$ cat config.mk
export PLATFORM = sky130hd
export DESIGN_NAME = stm_core
export DESIGN_NICKNAME = d
export VERILOG_FILES = /design/src/rtl/stm_pkg.sv /design/src/rtl/stm_core.sv
export SDC_FILE = /design/constraint.sdc
export NUM_CORES = 1
export LEC_CHECK = 0
export ABC_AREA = 1
export BUFFER_PORTS_ARGS = -buffer_cell sky130_fd_sc_hd__buf_2
export CAP_MARGIN = 0
export CELL_PAD_IN_SITES_DETAIL_PLACEMENT = 0
export CELL_PAD_IN_SITES_GLOBAL_PLACEMENT = 1
export CORE_ASPECT_RATIO = 1.4
export CORE_MARGIN = 8
export CORE_UTILIZATION = 41
export CTS_CLUSTER_SIZE = 8
export DETAILED_ROUTE_END_ITERATION = 8
export PLACE_DENSITY = 0.92
export SLEW_MARGIN = 20
export SYNTH_ARGS = -nofsm -noshare
export SYNTH_HDL_FRONTEND = slang
export SYNTH_SLANG_ARGS = --single-unit
export TNS_END_PERCENT = 50
$ cat constraint.sdc
create_clock -name clk_i -period 2.8 [get_ports clk_i]
set_input_delay 0.14 -clock clk_i [delete_from_list [all_inputs] [get_ports clk_i]]
set_output_delay 0.14 -clock clk_i [all_outputs]
set_load 0.05 [all_outputs]
$ cat src/rtl/stm_pkg.sv
/*
 * Package for the standard timer module core: register offsets, control
 * field positions, mode and clock-select codes and bus-side structs.
 * Assumes a single 250 MHz clock and an AXI4-Lite register master.
 */
//
// Behaviour
// - Sixteen-bit counter counts up on selected clock
// - Period compares high byte; compare A all bits
// - Overflow or selected match clears; only a match raises interrupt
// - On rising edge clears count; off holds it
// - Count readable only; writes never load it
// - Pause holds count; release resumes counting
// - Clock select codes; reserved codes stop counter
// - Compare mode on-edge restores initial pin level
// - Control zero low three bits read zero
// - Mode field selects compare, PWM, timer/counter
// - Compare A match: none, low, high, toggle
// - PWM field: inactive, active, PWM, single pulse
// - Polarity bit inverts pin in every mode; timer mode leaves it undriven
// - Period/duty select swaps comparator roles in PWM
// - Clear select picks compare A or period/overflow
// - Period zero gives full 65536 count
package stm_pkg;
    // Register byte addresses.
    localparam logic [7:0] STM_ADDR_CTRL0 = 8'h00;
    localparam logic [7:0] STM_ADDR_CTRL1 = 8'h04;
    localparam logic [7:0] STM_ADDR_CNTL = 8'h08;
    localparam logic [7:0] STM_ADDR_CNTH = 8'h0C;
    localparam logic [7:0] STM_ADDR_CMPAL = 8'h10;
    localparam logic [7:0] STM_ADDR_CMPAH = 8'h14;
    localparam logic [7:0] STM_ADDR_PER = 8'h18;
    localparam logic [7:0] STM_ADDR_IRQ_STAT = 8'h1C;
    localparam logic [7:0] STM_ADDR_IRQ_EN = 8'h20;
    localparam logic [7:0] STM_ADDR_IRQ_CLR = 8'h24;
    // Field positions.
    localparam int STM_C0_PAUSE = 7;
    localparam int STM_C0_CKS_LO = 4;
    localparam int STM_C0_ON = 3;
    localparam int STM_C1_MODE_LO = 6;
    localparam int STM_C1_FUNC_LO = 4;
    localparam int STM_C1_OC = 3;
    localparam int STM_C1_POL = 2;
    localparam int STM_C1_DPX = 1;
    localparam int STM_C1_CCLR = 0;
    localparam logic [7:0] STM_C0_MASK = 8'hF8;
    localparam logic [7:0] STM_RESET_BYTE = 8'h00;
    localparam logic [15:0] STM_CNT_MAX = 16'hFFFF;
    localparam logic [7:0] STM_PER_FULL = 8'h00;
    // Divider ratios of the prescaled clock sources.
    localparam int STM_DIV_SYS = 4;
    localparam int STM_DIV_H16 = 16;
    localparam int STM_DIV_H64 = 64;
    localparam logic [1:0] STM_RESP_OKAY = 2'b00;
    localparam logic [1:0] STM_RESP_SLVERR = 2'b10;
    // Interrupt status bits: compare A match, period match.
    localparam int STM_IRQ_A = 0;
    localparam int STM_IRQ_P = 1;
    localparam int STM_IRQ_W = 2;

    typedef enum logic [1:0] {
        STM_MODE_CMP = 2'b00,
        STM_MODE_UNDEF = 2'b01,
        STM_MODE_PWM = 2'b10,
        STM_MODE_TMR = 2'b11
    } stm_mode_t;

    typedef enum logic [1:0] {
        STM_FN_0 = 2'b00,
        STM_FN_1 = 2'b01,
        STM_FN_2 = 2'b10,
        STM_FN_3 = 2'b11
    } stm_func_t;

    typedef enum logic [2:0] {
        STM_CK_SYS4 = 3'b000,
        STM_CK_SYS = 3'b001,
        STM_CK_H16 = 3'b010,
        STM_CK_H64 = 3'b011,
        STM_CK_TBC = 3'b100
    } stm_cks_t;

    // AXI4-Lite master-to-slave bundle.
    typedef struct packed {
        logic [7:0] awaddr;
        logic awvalid;
        logic [31:0] wdata;
        logic [3:0] wstrb;
        logic wvalid;
        logic bready;
        logic [7:0] araddr;
        logic arvalid;
        logic rready;
    } stm_axi_req_t;

    // AXI4-Lite slave-to-master bundle.
    typedef struct packed {
        logic awready;
        logic wready;
        logic [1:0] bresp;
        logic bvalid;
        logic arready;
        logic [31:0] rdata;
        logic [1:0] rresp;
        logic rvalid;
    } stm_axi_rsp_t;
endpackage

$ cat src/rtl/stm_core.sv
/*
 * Standard timer module core: up counter, clock selection, two
 * comparators, pin output logic, interrupt flags and AXI4-Lite slave.
 * Assumes time_base_clk_i and high_clk_i are single-cycle enable pulses
 * synchronous to clk_i, which is the system clock.
 */
// Register access over AXI4-Lite and the register addresses were left to the implementer.
`timescale 1ns/10ps
module stm_core (
    input wire logic clk_i,
    input wire logic rst_n_i,
    input wire logic high_clk_i,
    input wire logic time_base_clk_i,
    input wire stm_pkg::stm_axi_req_t axi_req_i,
    output stm_pkg::stm_axi_rsp_t axi_rsp_o,
    output logic timer_pin_o,
    output logic timer_pin_oe_n_o,
    output logic irq_o
);
    import stm_pkg::*;

    // ------------------------------------------------------------
    // Registers and state
    // ------------------------------------------------------------
    logic [7:0] ctrl0;
    logic [7:0] ctrl1;
    logic [7:0] cmpa_lo;
    logic [7:0] cmpa_hi;
    logic [7:0] period;
    localparam int IRQ_W_L = STM_IRQ_W;
    logic [IRQ_W_L-1:0] irq_stat;
    logic [IRQ_W_L-1:0] irq_en;
    logic [15:0] count;
    logic on_q;
    logic pin_raw;
    logic pulse_done;
    logic [5:0] presc;
    logic [3:0] hpresc;
    logic [5:0] h64;
    stm_axi_rsp_t rsp;

    // ------------------------------------------------------------
    // Field decode
    // ------------------------------------------------------------
    wire pause_bit = ctrl0[STM_C0_PAUSE];
    wire on_off_bit = ctrl0[STM_C0_ON];
    wire [2:0] clock_select_field = ctrl0[STM_C0_CKS_LO +: 3];
    wire [1:0] mode_field = ctrl1[STM_C1_MODE_LO +: 2];
    wire [1:0] output_function_field = ctrl1[STM_C1_FUNC_LO +: 2];
    wire output_control_bit = ctrl1[STM_C1_OC];
    wire output_polarity_bit = ctrl1[STM_C1_POL];
    wire period_duty_select_bit = ctrl1[STM_C1_DPX];
    wire counter_clear_select_bit = ctrl1[STM_C1_CCLR];
    wire [15:0] compare_a_value = {cmpa_hi, cmpa_lo};
    wire on_rise = on_off_bit && !on_q;
    wire is_pwm = (mode_field == STM_MODE_PWM);
    wire is_cmp = (mode_field == STM_MODE_CMP);

    // clock source select: reserved codes give no tick.
    wire sys4_tick = (presc[1:0] == 2'(STM_DIV_SYS - 1));
    wire h16_tick = high_clk_i && (hpresc == 4'(STM_DIV_H16 - 1));
    wire h64_tick = high_clk_i && (h64 == 6'(STM_DIV_H64 - 1));
    logic tick_sel;
    always_comb begin
        unique case (clock_select_field)
            STM_CK_SYS4: tick_sel = sys4_tick;
            STM_CK_SYS: tick_sel = 1'b1;
            STM_CK_H16: tick_sel = h16_tick;
            STM_CK_H64: tick_sel = h64_tick;
            STM_CK_TBC: tick_sel = time_base_clk_i;
            default: tick_sel = 1'b0;
        endcase
    end
    wire tick = tick_sel && on_off_bit && !pause_bit && !on_rise;

    wire match_a = tick && (count == compare_a_value);
    // The match sits on the last clock of the block, so value N spans 256*N clocks.
    wire match_p = tick && (count[15:8] == 8'(period - 8'h01)) && (period != STM_PER_FULL)
        && (count[7:0] == 8'hFF);
    wire ovf = tick && (count == STM_CNT_MAX);
    // clear select, period source in PWM, zero period.
    wire clr_by_a = is_pwm ? period_duty_select_bit : counter_clear_select_bit;
    wire do_clear = clr_by_a ? match_a : (match_p || ovf);
    wire [15:0] duty_cmp = period_duty_select_bit ? {period, 8'h00} : compare_a_value;
    wire pwm_active = (count < duty_cmp);

    // ------------------------------------------------------------
    // Prescalers
    // ------------------------------------------------------------
    // Free-running dividers so that a source change never waits long.
    always_ff @(posedge clk_i or negedge rst_n_i) begin
        if (!rst_n_i) begin
            presc <= 6'h00;
            hpresc <= 4'h0;
            h64 <= 6'h00;
        end else begin
            presc <= presc + 6'h01;
            if (high_clk_i) begin
                hpresc <= hpresc + 4'h1;
                h64 <= h64 + 6'h01;
            end
        end
    end

    // ------------------------------------------------------------
    // Counter
    // ------------------------------------------------------------
    // count up; clear on match; clear on rise.
    // no bus path writes the counter.
    always_ff @(posedge clk_i or negedge rst_n_i) begin
        if (!rst_n_i) begin
            count <= 16'h0000;
            on_q <= 1'b0;
        end else begin
            on_q <= on_off_bit;
            if (on_rise || do_clear) begin
                count <= 16'h0000;
            end else if (tick) begin
                count <= count + 16'h0001;
            end
        end
    end

    // ------------------------------------------------------------
    // Output pin
    // ------------------------------------------------------------
    logic next_pin;
    always_comb begin
        next_pin = pin_raw;
        if (is_cmp) begin
            if (on_rise) begin
                next_pin = output_control_bit;
            end else if (match_a) begin
                unique case (output_function_field)
                    STM_FN_0: next_pin = pin_raw;
                    STM_FN_1: next_pin = 1'b0;
                    STM_FN_2: next_pin = 1'b1;
                    STM_FN_3: next_pin = !pin_raw;
                endcase
            end
        end else if (is_pwm) begin
            // PWM functions, active level from output control bit.
            unique case (output_function_field)
                STM_FN_0: next_pin = !output_control_bit;
                STM_FN_1: next_pin = output_control_bit;
                STM_FN_2: next_pin = pwm_active ? output_control_bit : !output_control_bit;
                STM_FN_3: next_pin = (pwm_active && !pulse_done && on_off_bit)
                    ? output_control_bit : !output_control_bit;
            endcase
        end
    end

    always_ff @(posedge clk_i or negedge rst_n_i) begin
        if (!rst_n_i) begin
            pin_raw <= 1'b0;
            pulse_done <= 1'b0;
            timer_pin_o <= 1'b0;
            timer_pin_oe_n_o <= 1'b1;
        end else begin
            pin_raw <= next_pin;
            // Single pulse ends at the first duty match and rearms on start.
            if (on_rise) begin
                pulse_done <= 1'b0;
            end else if (tick && !pwm_active) begin
                pulse_done <= 1'b1;
            end
            // polarity inversion; pin undriven in timer mode.
            timer_pin_o <= next_pin ^ output_polarity_bit;
            timer_pin_oe_n_o <= (mode_field == STM_MODE_TMR) || (mode_field == STM_MODE_UNDEF);
        end
    end

    // ------------------------------------------------------------
    // Interrupts
    // ------------------------------------------------------------
    // events set sticky flags; the set wins over a clear.
    // Period flag is suppressed when compare A clears (outside PWM).
    wire [IRQ_W_L-1:0] irq_set = {match_p && (is_pwm || !counter_clear_select_bit), match_a};
    wire aw_go = axi_req_i.awvalid && axi_req_i.wvalid && !rsp.bvalid;
    wire wr_lane0 = aw_go && axi_req_i.wstrb[0];
    wire [7:0] wbyte = axi_req_i.wdata[7:0];
    wire [7:0] waddr = axi_req_i.awaddr;
    wire [IRQ_W_L-1:0] irq_clr = (wr_lane0 && waddr == STM_ADDR_IRQ_CLR)
        ? wbyte[IRQ_W_L-1:0] : '0;

    always_ff @(posedge clk_i or negedge rst_n_i) begin
        if (!rst_n_i) begin
            irq_stat <= '0;
            irq_o <= 1'b0;
        end else begin
            irq_stat <= (irq_stat & ~irq_clr) | irq_set;
            irq_o <= |(((irq_stat & ~irq_clr) | irq_set) & irq_en);
        end
    end

    // ------------------------------------------------------------
    // AXI4-Lite slave
    // ------------------------------------------------------------
    wire wr_hit = (waddr == STM_ADDR_CTRL0) || (waddr == STM_ADDR_CTRL1)
        || (waddr == STM_ADDR_CMPAL) || (waddr == STM_ADDR_CMPAH)
        || (waddr == STM_ADDR_PER) || (waddr == STM_ADDR_IRQ_EN)
        || (waddr == STM_ADDR_IRQ_CLR) || (waddr == STM_ADDR_CNTL)
        || (waddr == STM_ADDR_CNTH) || (waddr == STM_ADDR_IRQ_STAT);
    wire ar_go = axi_req_i.arvalid && !rsp.rvalid;
    logic [7:0] rbyte;
    logic rd_hit;
    // low control bits read zero; count readable.
    always_comb begin
        rd_hit = 1'b1;
        unique case (axi_req_i.araddr)
            STM_ADDR_CTRL0: rbyte = ctrl0 & STM_C0_MASK;
            STM_ADDR_CTRL1: rbyte = ctrl1;
            STM_ADDR_CNTL: rbyte = count[7:0];
            STM_ADDR_CNTH: rbyte = count[15:8];
            STM_ADDR_CMPAL: rbyte = cmpa_lo;
            STM_ADDR_CMPAH: rbyte = cmpa_hi;
            STM_ADDR_PER: rbyte = period;
            STM_ADDR_IRQ_STAT: rbyte = 8'(irq_stat);
            STM_ADDR_IRQ_EN: rbyte = 8'(irq_en);
            STM_ADDR_IRQ_CLR: rbyte = STM_RESET_BYTE;
            default: begin
                rbyte = STM_RESET_BYTE;
                rd_hit = 1'b0;
            end
        endcase
    end

    // Write and read both complete in the cycle after acceptance.
    always_ff @(posedge clk_i or negedge rst_n_i) begin
        if (!rst_n_i) begin
            ctrl0 <= STM_RESET_BYTE;
            ctrl1 <= STM_RESET_BYTE;
            cmpa_lo <= STM_RESET_BYTE;
            cmpa_hi <= STM_RESET_BYTE;
            period <= STM_RESET_BYTE;
            irq_en <= '0;
            rsp <= '0;
        end else begin
            rsp.awready <= aw_go;
            rsp.wready <= aw_go;
            rsp.arready <= ar_go;
            if (aw_go) begin
                rsp.bvalid <= 1'b1;
                rsp.bresp <= wr_hit ? STM_RESP_OKAY : STM_RESP_SLVERR;
            end else if (axi_req_i.bready) begin
                rsp.bvalid <= 1'b0;
            end
            if (ar_go) begin
                rsp.rvalid <= 1'b1;
                rsp.rdata <= {24'h000000, rbyte};
                rsp.rresp <= rd_hit ? STM_RESP_OKAY : STM_RESP_SLVERR;
            end else if (axi_req_i.rready) begin
                rsp.rvalid <= 1'b0;
            end
            if (wr_lane0) begin
                unique case (waddr)
                    STM_ADDR_CTRL0: ctrl0 <= wbyte & STM_C0_MASK;
                    STM_ADDR_CTRL1: ctrl1 <= wbyte;
                    STM_ADDR_CMPAL: cmpa_lo <= wbyte;
                    STM_ADDR_CMPAH: cmpa_hi <= wbyte;
                    STM_ADDR_PER: period <= wbyte;
                    STM_ADDR_IRQ_EN: irq_en <= wbyte[IRQ_W_L-1:0];
                    default: ;
                endcase
            end
        end
    end
    // Ready rises one cycle after valid, with the response, straight from the flops.
    assign axi_rsp_o = rsp;

    // ------------------------------------------------------------
    // Assertions
    // ------------------------------------------------------------
    a_on_rise_clear: assert property (@(posedge clk_i) disable iff (!rst_n_i)
        on_rise |=> count == 16'h0000) else $error("count not cleared on enable");
    a_off_hold: assert property (@(posedge clk_i) disable iff (!rst_n_i)
        (!on_off_bit && !on_rise) |=> $stable(count)) else $error("count moved while off");
    a_pause_hold: assert property (@(posedge clk_i) disable iff (!rst_n_i)
        (pause_bit && !on_rise) |=> $stable(count)) else $error("count moved in pause");
    a_count_up: assert property (@(posedge clk_i) disable iff (!rst_n_i)
        (tick && !do_clear) |=> count == $past(count) + 16'h0001) else $error("bad count step");
    a_reserved_stop: assert property (@(posedge clk_i) disable iff (!rst_n_i)
        (clock_select_field > 3'b100) |-> !tick) else $error("reserved clock ticks");
    a_match_clear: assert property (@(posedge clk_i) disable iff (!rst_n_i)
        (!is_pwm && counter_clear_select_bit && match_a) |=> count == 16'h0000)
        else $error("compare A match did not clear");
    a_full_period: assert property (@(posedge clk_i) disable iff (!rst_n_i)
        (period == STM_PER_FULL) |-> !match_p) else $error("period match at zero");
    a_cmp_toggle: assert property (@(posedge clk_i) disable iff (!rst_n_i)
        (is_cmp && !on_rise && match_a && output_function_field == 2'b11)
        |=> pin_raw != $past(pin_raw)) else $error("toggle missed");
    a_init_level: assert property (@(posedge clk_i) disable iff (!rst_n_i)
        (is_cmp && on_rise) |=> pin_raw == $past(output_control_bit)) else $error("init lost");
    a_low_zero: assert property (@(posedge clk_i) disable iff (!rst_n_i)
        ctrl0[2:0] == 3'b000) else $error("control zero low bits set");
endmodule // stm_core

==> impl_summary.txt, run 1 <==
----------------------------------------------------
[Power and ir drop]
  Net switching power ... approximately 0.001 W
  Power share of the combinational group ... 0.154
  PwrDens ... approximately 530 nW/µm²
  Portion of total power attributed to sequential cells ... 0.464
  Net switching share of the total power ... 0.317
  Leakage ... 2.91 nW
  Worst IR drop on VDD ... ~0.50 mV
  Clock group share of total power ... 0.382
  Internal Dissipation ... between 0.002 and 0.0025 W

[Timing]
  Setup tns final ... 0 ns
  Post-layout min period ... ~2.5 ns
  Number of max-slew violations in the final report ... 0
  Count of final setup violators ... 0
  Transition time at the pin with the least slew margin ... approximately 0.63 ns
  Worst Clk Skew ... roughly 0.013 ns
  Share of the clock period used by the worst path after layout ... 0.886
  Total count of hold-check failures in the final report ... 0
  Worst rel slew slack ... 0.575
  Setup repair after global routing missed its margin ... no
  Highest attainable clock frequency ... between 0.4 and 0.5 GHz

[GRT]
  Antenna violations before repair ... 0
  Remaining Overflow, GRT ... 0
  First-pass GRT wire length ... about 23,000 µm
  Vias in the first global route ... roughly 4,700
  Pin count of the biggest net entering global routing ... 90
  All-layer global routing usage ... 0.171

[Yosys]
  Post-synthesis share of cell area spent on full adders, half adders and majority gates ... 0.0463
  Top cells by instance count after synthesis ... nand2_1 (181), dfrtp_1 (88), inv_1 (86), o21ai_0 (75), nor2_1 (68)
  Cell types occupying the most area after synthesis ... dfrtp_1 (41%), nand2_1 (13%), o21ai_0 (6.9%)
  Post-synthesis share of cell area spent on xor and xnor gates ... 0.0616
  Share of the yosys chip area belonging to registers ... 0.412
  Total of flip-flops plus latches after synthesis ... 89
  Gate count after technology mapping ... around 710
  Yosys warning count ... 0
  Multiplexer share of the synthesized area ... 0
  Synth Cell Area ... between 5000 and 6000 µm²
  EDFF count, synth ... 0
  Number of distinct library cells after synthesis ... 43
  Mean cell area of the mapped netlist ... 7.63 µm²
  Area fraction in compound gates after synthesis ... 0.128
  Share of the synthesized area in the top cell type ... 0.407
  Primary flip-flop cell chosen by synthesis mapping ... dfrtp_1
  Most numerous cell in the Yosys netlist ... nand2_1
  Asr flop ratio synth ... 1.00
  Cell type with the highest aggregate area in the netlist ... dfrtp_1
  Largest family of logic cells by synthesized area ... simple AND/OR/NAND/NOR gates
  Area fraction in and, or, nand and nor cells after synthesis ... 0.240

[CTS]
  Clock latency reported for the late side of the worst-skew pair ... ~0.35 ns
  Post-CTS Hold Fix Bufs ... 3
  CTS max path bufs ... 2
  H-tree lvl count ... 3
  Num CTS Buffers ... 9
  Root buffer cell ... clkbuf_16
  Sinks on the clock net ... 89
  Setup repair bufs after CTS ... 0
  Clock transition at the register clock pins on the worst setup and hold paths after CTS ... 0.07 ns
  Count of instances resized after the clock tree is built ... 0
  CTS tree ... yes

[Setup path]
  Cells on worst reg2reg path ... 14
  CP Max Fanout ... 18
  Worst endpoint required time ... between 3 and 4 ns
  Register-to-register setup slack ... 0.32 ns
  Endpoint of the worst-slack reg-to-reg timing path ... timer_pin_o
  CP Data Arrival Time ... 2.72 ns
  Source of the worst register-to-register timing path ... ctrl1[1]
  Kind of start point of the critical path ... flip-flop
  Crit path kind ... reg -> reg
  Endpoint type of the worst setup path ... flip-flop

[Route]
  Starting DRT DRC Count ... 200
  Total number of vias ... between 4,000 and 5,000
  Number of iterations in the first detailed-routing pass ... 5
  DR DRC count ... 0
  Average wire length per cell after detail routing ... 15.6 µm
  Post-detailed-routing wire length ... about 14,000 µm
  Vias per inst ... between 5 and 6
  Residual antenna-violating net count after detailed routing ... 0

[Cells and area]
  Final Util ... 0.470
  Number of diodes ... 0
  Proportion of layout cells with a drive suffix above 1 ... 0.107
  FF/Latch Area ... 2230 µm²
  Combined area of the multi-input logic cells ... 2670 µm²
  Fill cell total of the finished layout ... between 1,000 and 1,500
  Nets@finish ... between 800 and 900
  Layout-stage area growth over the synthesis result ... 11.9%

[Floorplan]
  Area of the core ... between 10,000 and 15,000 µm²
  Y dimension of the die ... 152 µm
  Number of I/O pins ... ~110
  Die area ... 17,200 µm²
  Effective utilization at floorplan ... 0.420
  Die width ... 113 µm
  Cell row count ... 49

[Placed design]
  Buffers added on ports ... a little over 50
  Final RePlAce weighted congestion ... about 0.9
  Detailed placer's ending HPWL ... between 10,000 and 15,000 µm

[Min path]
  Worst hold path startpoint ... axi_req_i[11]
  Worst min-delay path category ... in -> reg
  End of the worst hold path ... axi_rsp_o[36]
  Cells on Worst Hold Path ... 3

[Status]
  Result of the run ... finished, final reports clean

[Job]
  Max_cap viols ... 0

----------------------------------------------------
==> state kept, by name (all words and copies together), names as in the netlist, 2 cells and up <==
| name | cells |
|---|---|
| ctrl1 | 8 |
| cmpa_lo | 8 |
| ctrl0 | 5 |
| h64 | 6 |
| count | 16 |
| irq_stat | 2 |
| cmpa_hi | 8 |
| period | 8 |
| irq_en | 2 |
| hpresc | 4 |
| axi_rsp_o | 14 |
| presc | 2 |
==> per-stage QoR <==
step           cell area, µm²  power [W]  cells  worst slack [ns]  hold slack (ns)
4_1_cts                  6050    0.00323    919             0.308           0.0810
6_report                 6050    0.00319    919             0.318           0.0851
3_3_place_gp             5710    0.00199    900             0.359            0.219
2_1_floorplan            5500    0.00188    733             0.746           -0.156
3_5_place_dp             5710    0.00200    900             0.329            0.222
5_1_grt                  6050    0.00334    919            0.0222            0.110
==> per-layer routing <==
metal | wire [µm] | up-vias | GRT usage
met4 | 737 | 0 | 0.0987
met1 | 5870 | 2150 | 0.199
met3 | 945 | 39 | 0.0401
met5 | 0 | - | 0
li1 | - | 2347 | -
met2 | 6760 | 158 | 0.280
==> power groups by stage <==
stage          combinational [W]  clock, W  sequential (W)
6_report                0.000492   0.00122         0.00148
4_1_cts                 0.000498   0.00125         0.00148
3_5_place_dp            0.000494         0         0.00150
5_1_grt                 0.000547   0.00130         0.00149
2_1_floorplan           0.000334         0         0.00155
3_3_place_gp            0.000487         0         0.00150
==> cells in the final DEF (no fill, tap or decap), drive strengths merged, types with 11 or more instances in the layout <==
cell and count:
a21oi 14, buf 53, conb 26, dfrtp 88, ha 20, inv 91, nand2 186, nand3 33
nor2 69, nor3 11, o21ai 79, xnor2 21, xor2 17
==> how the worst max path moves through the flow <==
stage	from	to	slack [ns]	cells past startpoint
after floorplan	ctrl1[1]	timer_pin_o	0.75	16
after global placement	ctrl1[1]	timer_pin_o	0.36	15
after detailed placement	ctrl1[1]	timer_pin_o	0.33	15
after CTS	ctrl1[1]	timer_pin_o	0.31	15
after global routing	ctrl1[1]	timer_pin_o	0.02	15
final	ctrl1[1]	timer_pin_o	0.32	14
==> worst max-delay path: stages (launching register included) <==
cell,delay (ns)
dfrtp_1,0.66
clkinv_1,0.42
nand2_1,0.14
ha_1,0.24
a21oi_1,0.16
o21a_1,0.13
nand2_1,0.05
nand2_1,0.07
nand3_1,0.09
nand2_1,0.08
nand2_1,0.04
nand3_1,0.08
nand3_1,0.10
nand2_1,0.07
nand2_1,0.04
==> logic make-up after synthesis <==
kind of cell             count (synthesis)
AND/OR/NAND/NOR                        310
adder cells (fa/ha/maj)                 20
XOR/XNOR                                38
AO/OA/AOI/OAI                          122
other                                    1
flip-flops                              89
buffers and inverters                  128
==> layout make-up <==
| class | count | area share |
|---|---|---|
| multi-input combinational | 516 | 0.442 |
| tap | 153 | 0.0316 |
| timing repair buffer | 56 | 0.0521 |
| clock inverter | 7 | 0.0134 |
| sequential | 89 | 0.368 |
| clock buffer | 9 | 0.0372 |
| inverter | 89 | 0.0556 |
(Power assumes the default switching activity.)
==> run 2: changes to the inputs <==
clock period = 2.7 ns   (was 2.8 ns; I/O delays follow)
==> run 2 against run 1 <==
  * Clock power increased by 7%
  * Utilization increased by 0.17 points
  * Critical endpoint unchanged
  * Cell area increased by 0.35%
  * Critical path type unchanged
  * Maximum frequency increased by 6.6%
  * Worst hold slack improved by 0.0047 ns
  * Sequential share of layout area decreased by 0.13 points
  * Sequential cell count unchanged
  * Global-route usage increased by 0.089 points
  * Power increased by 5.4%
  * Largest power group unchanged
  * Clock skew decreased by 0.0029 ns
==> impl_summary.txt, run 2 (synthesis results as in run 1) <==
----------------------------------------------------
[Cells and area]
  Top reg by flops ... count
  Proportion of layout cells with a drive suffix above 1 ... 0.109
  Layout-stage area growth over the synthesis result ... 12.3%
  Flip-flop count of the largest register, all copies and words added ... 16
  Final Util ... 0.472
  Most frequent cells in the layout ... nand2_1 (181), dfrtp_1 (88), inv_1 (86), o21ai_0 (75), nor2_1 (68)
  Number of diodes ... 0
  Most common cell after layout, fill and taps aside ... nand2_1
  Nets@finish ... 844
  Non-Filler Instances ... 921

[Power and ir drop]
  Design Power ... 0.00336 W
  Worst IR drop on VDD ... between 0.3 and 0.4 mV
  PwrDens ... between 500 and 600 nW/µm²
  Leakage ... between 2 and 3 nW

[Timing]
  Final setup margin ... between 0.3 and 0.4 ns
  Total count of hold-check failures in the final report ... 0
  Post-layout min period ... roughly 2.3 ns
  Setup repair after global routing missed its margin ... no
  Share of the clock period used by the worst path after layout ... 0.862
  Worst Clk Skew ... 0.0105 ns
  Highest attainable clock frequency ... roughly 0.43 GHz
  Count of final setup violators ... 0
  Worst rel slew slack ... 0.575
  Transition time at the pin with the least slew margin ... between 0.6 and 0.7 ns
  Number of max-slew violations in the final report ... 0
  Setup tns final ... 0 ns

[Route]
  Total number of vias ... between 4,000 and 5,000
  Residual antenna-violating net count after detailed routing ... 0
  Average wire length per cell after detail routing ... between 15 and 20 µm
  Vias per inst ... around 5
  Number of iterations in the first detailed-routing pass ... 7
  Post-detailed-routing wire length ... about 14,000 µm
  Starting DRT DRC Count ... 266
  DR DRC count ... 0

[Floorplan]
  Die area ... between 15,000 and 20,000 µm²
  Effective utilization at floorplan ... 0.420
  Number of I/O pins ... ~110
  Cell row count ... between 40 and 50
  Die width ... about 110 µm
  Y dimension of the die ... around 150 µm
  Area of the core ... about 13,000 µm²

[Min path]
  Worst min-delay path category ... in -> reg
  Worst hold path startpoint ... axi_req_i[48]
  Cells on Worst Hold Path ... 3
  End of the worst hold path ... axi_rsp_o[36]

[Placed design]
  Placed Cells ... 902
  Final RePlAce weighted congestion ... 0.917
  Post-Place Worst Slack ... 0.328 ns
  Detailed placer's ending HPWL ... roughly 11,000 µm
  Buffers added on ports ... around 50

[Setup path]
  Kind of start point of the critical path ... flip-flop
  CP Max Fanout ... 18
  CP Data Arrival Time ... 2.57 ns
  Crit path kind ... reg -> reg
  Endpoint type of the worst setup path ... flip-flop
  Endpoint of the worst-slack reg-to-reg timing path ... timer_pin_o
  Worst endpoint required time ... approximately 2.9 ns
  Cells on worst reg2reg path ... 16
  Source of the worst register-to-register timing path ... ctrl1[1]
  Register-to-register setup slack ... between 0.3 and 0.4 ns

[CTS]
  Root buffer cell ... clkbuf_16
  Num CTS Buffers ... 9
  Setup repair bufs after CTS ... 0
  Clock latency reported for the late side of the worst-skew pair ... between 0.3 and 0.4 ns
  CTS max path bufs ... 2
  CTS tree ... yes
  Clock transition at the register clock pins on the worst setup and hold paths after CTS ... approximately 0.070 ns
  H-tree lvl count ... 3
  Sinks on the clock net ... 89

[GRT]
  Vias in the first global route ... around 4,800
  Pin count of the biggest net entering global routing ... 90
  Antenna violations before repair ... 0
  First-pass GRT wire length ... ~23,000 µm
  Remaining Overflow, GRT ... 0
  All-layer global routing usage ... 0.172

[Status]
  Result of the run ... finished, final reports clean

[Job]
  Max_cap viols ... 0

----------------------------------------------------
==> run 2: changes by cell type in the layout (fill, tap and decap cells not counted), sizes merged <==
cell	change
buf	+2
clkinv	-1
bufinv	+1
==> run 2: worst max-delay path by stage <==
stage | from | end
global placement | ctrl1[1] | timer_pin_o
CTS | ctrl1[1] | timer_pin_o
detailed placement | ctrl1[1] | timer_pin_o
floorplan | ctrl1[1] | timer_pin_o
global route | ctrl1[1] | timer_pin_o
finish | ctrl1[1] | timer_pin_o
==> run 2: metrics by stage <==
stage / hold WS (ns) / area (µm²)
floorplan: -0.161 / 5500
global placement: 0.219 / 5730
detailed placement: 0.217 / 5730
CTS: 0.0861 / 6070
global route: 0.127 / 6070
finish: 0.0898 / 6070
==> run 2: worst max-delay path, cell delays in order (launching register included) <==
cell	delay (ns)
dfrtp_1	0.65
clkinv_1	0.16
buf_4	0.21
nand2_1	0.06
ha_1	0.23
a21oi_1	0.15
nand2_1	0.09
nand2_1	0.06
nand2_1	0.04
nand2_1	0.06
nand3_1	0.08
nand2_1	0.08
nand2_1	0.05
nand3_1	0.08
nand3_1	0.09
nand2_1	0.07
nand2_1	0.04
==> run 2: timing repair <==
item                                    4_1_cts  5_1_grt
hold buffers                                  3        0
hold endpoints to repair                     90        0
resized for setup                             0        0
endpoints found under the setup margin        0        0
==> run 2: power by group <==
group | leakage (nW) | switching (W) | internal (W)
clock network | 0.156 | 0.000574 | 0.000739
logic | 1.57 | 0.000358 | 0.000153
registers | 1.19 | 0.0000920 | 0.00144
total | 2.92 | 0.00102 | 0.00234
==> run 2: area by class of cell <==
cell class                      count  area [µm²]
Clock buffer                        9         225
Clock inverter                      7        87.6
Fill cell                        1345        6800
Inverter                           89         337
Multi-Input combinational cell    516        2670
Sequential cell                    89        2230
Tap cell                          153         191
Timing Repair Buffer               58         330
==> run 2: routing by layer <==
layer / wire [µm] / GRT usage / up-vias
li1: - / - / 2353
met2: 6820 / 0.283 / 148
met1: 6170 / 0.202 / 2142
met5: 0 / 0 / -
met4: 604 / 0.0962 / 0
met3: 784 / 0.0369 / 33
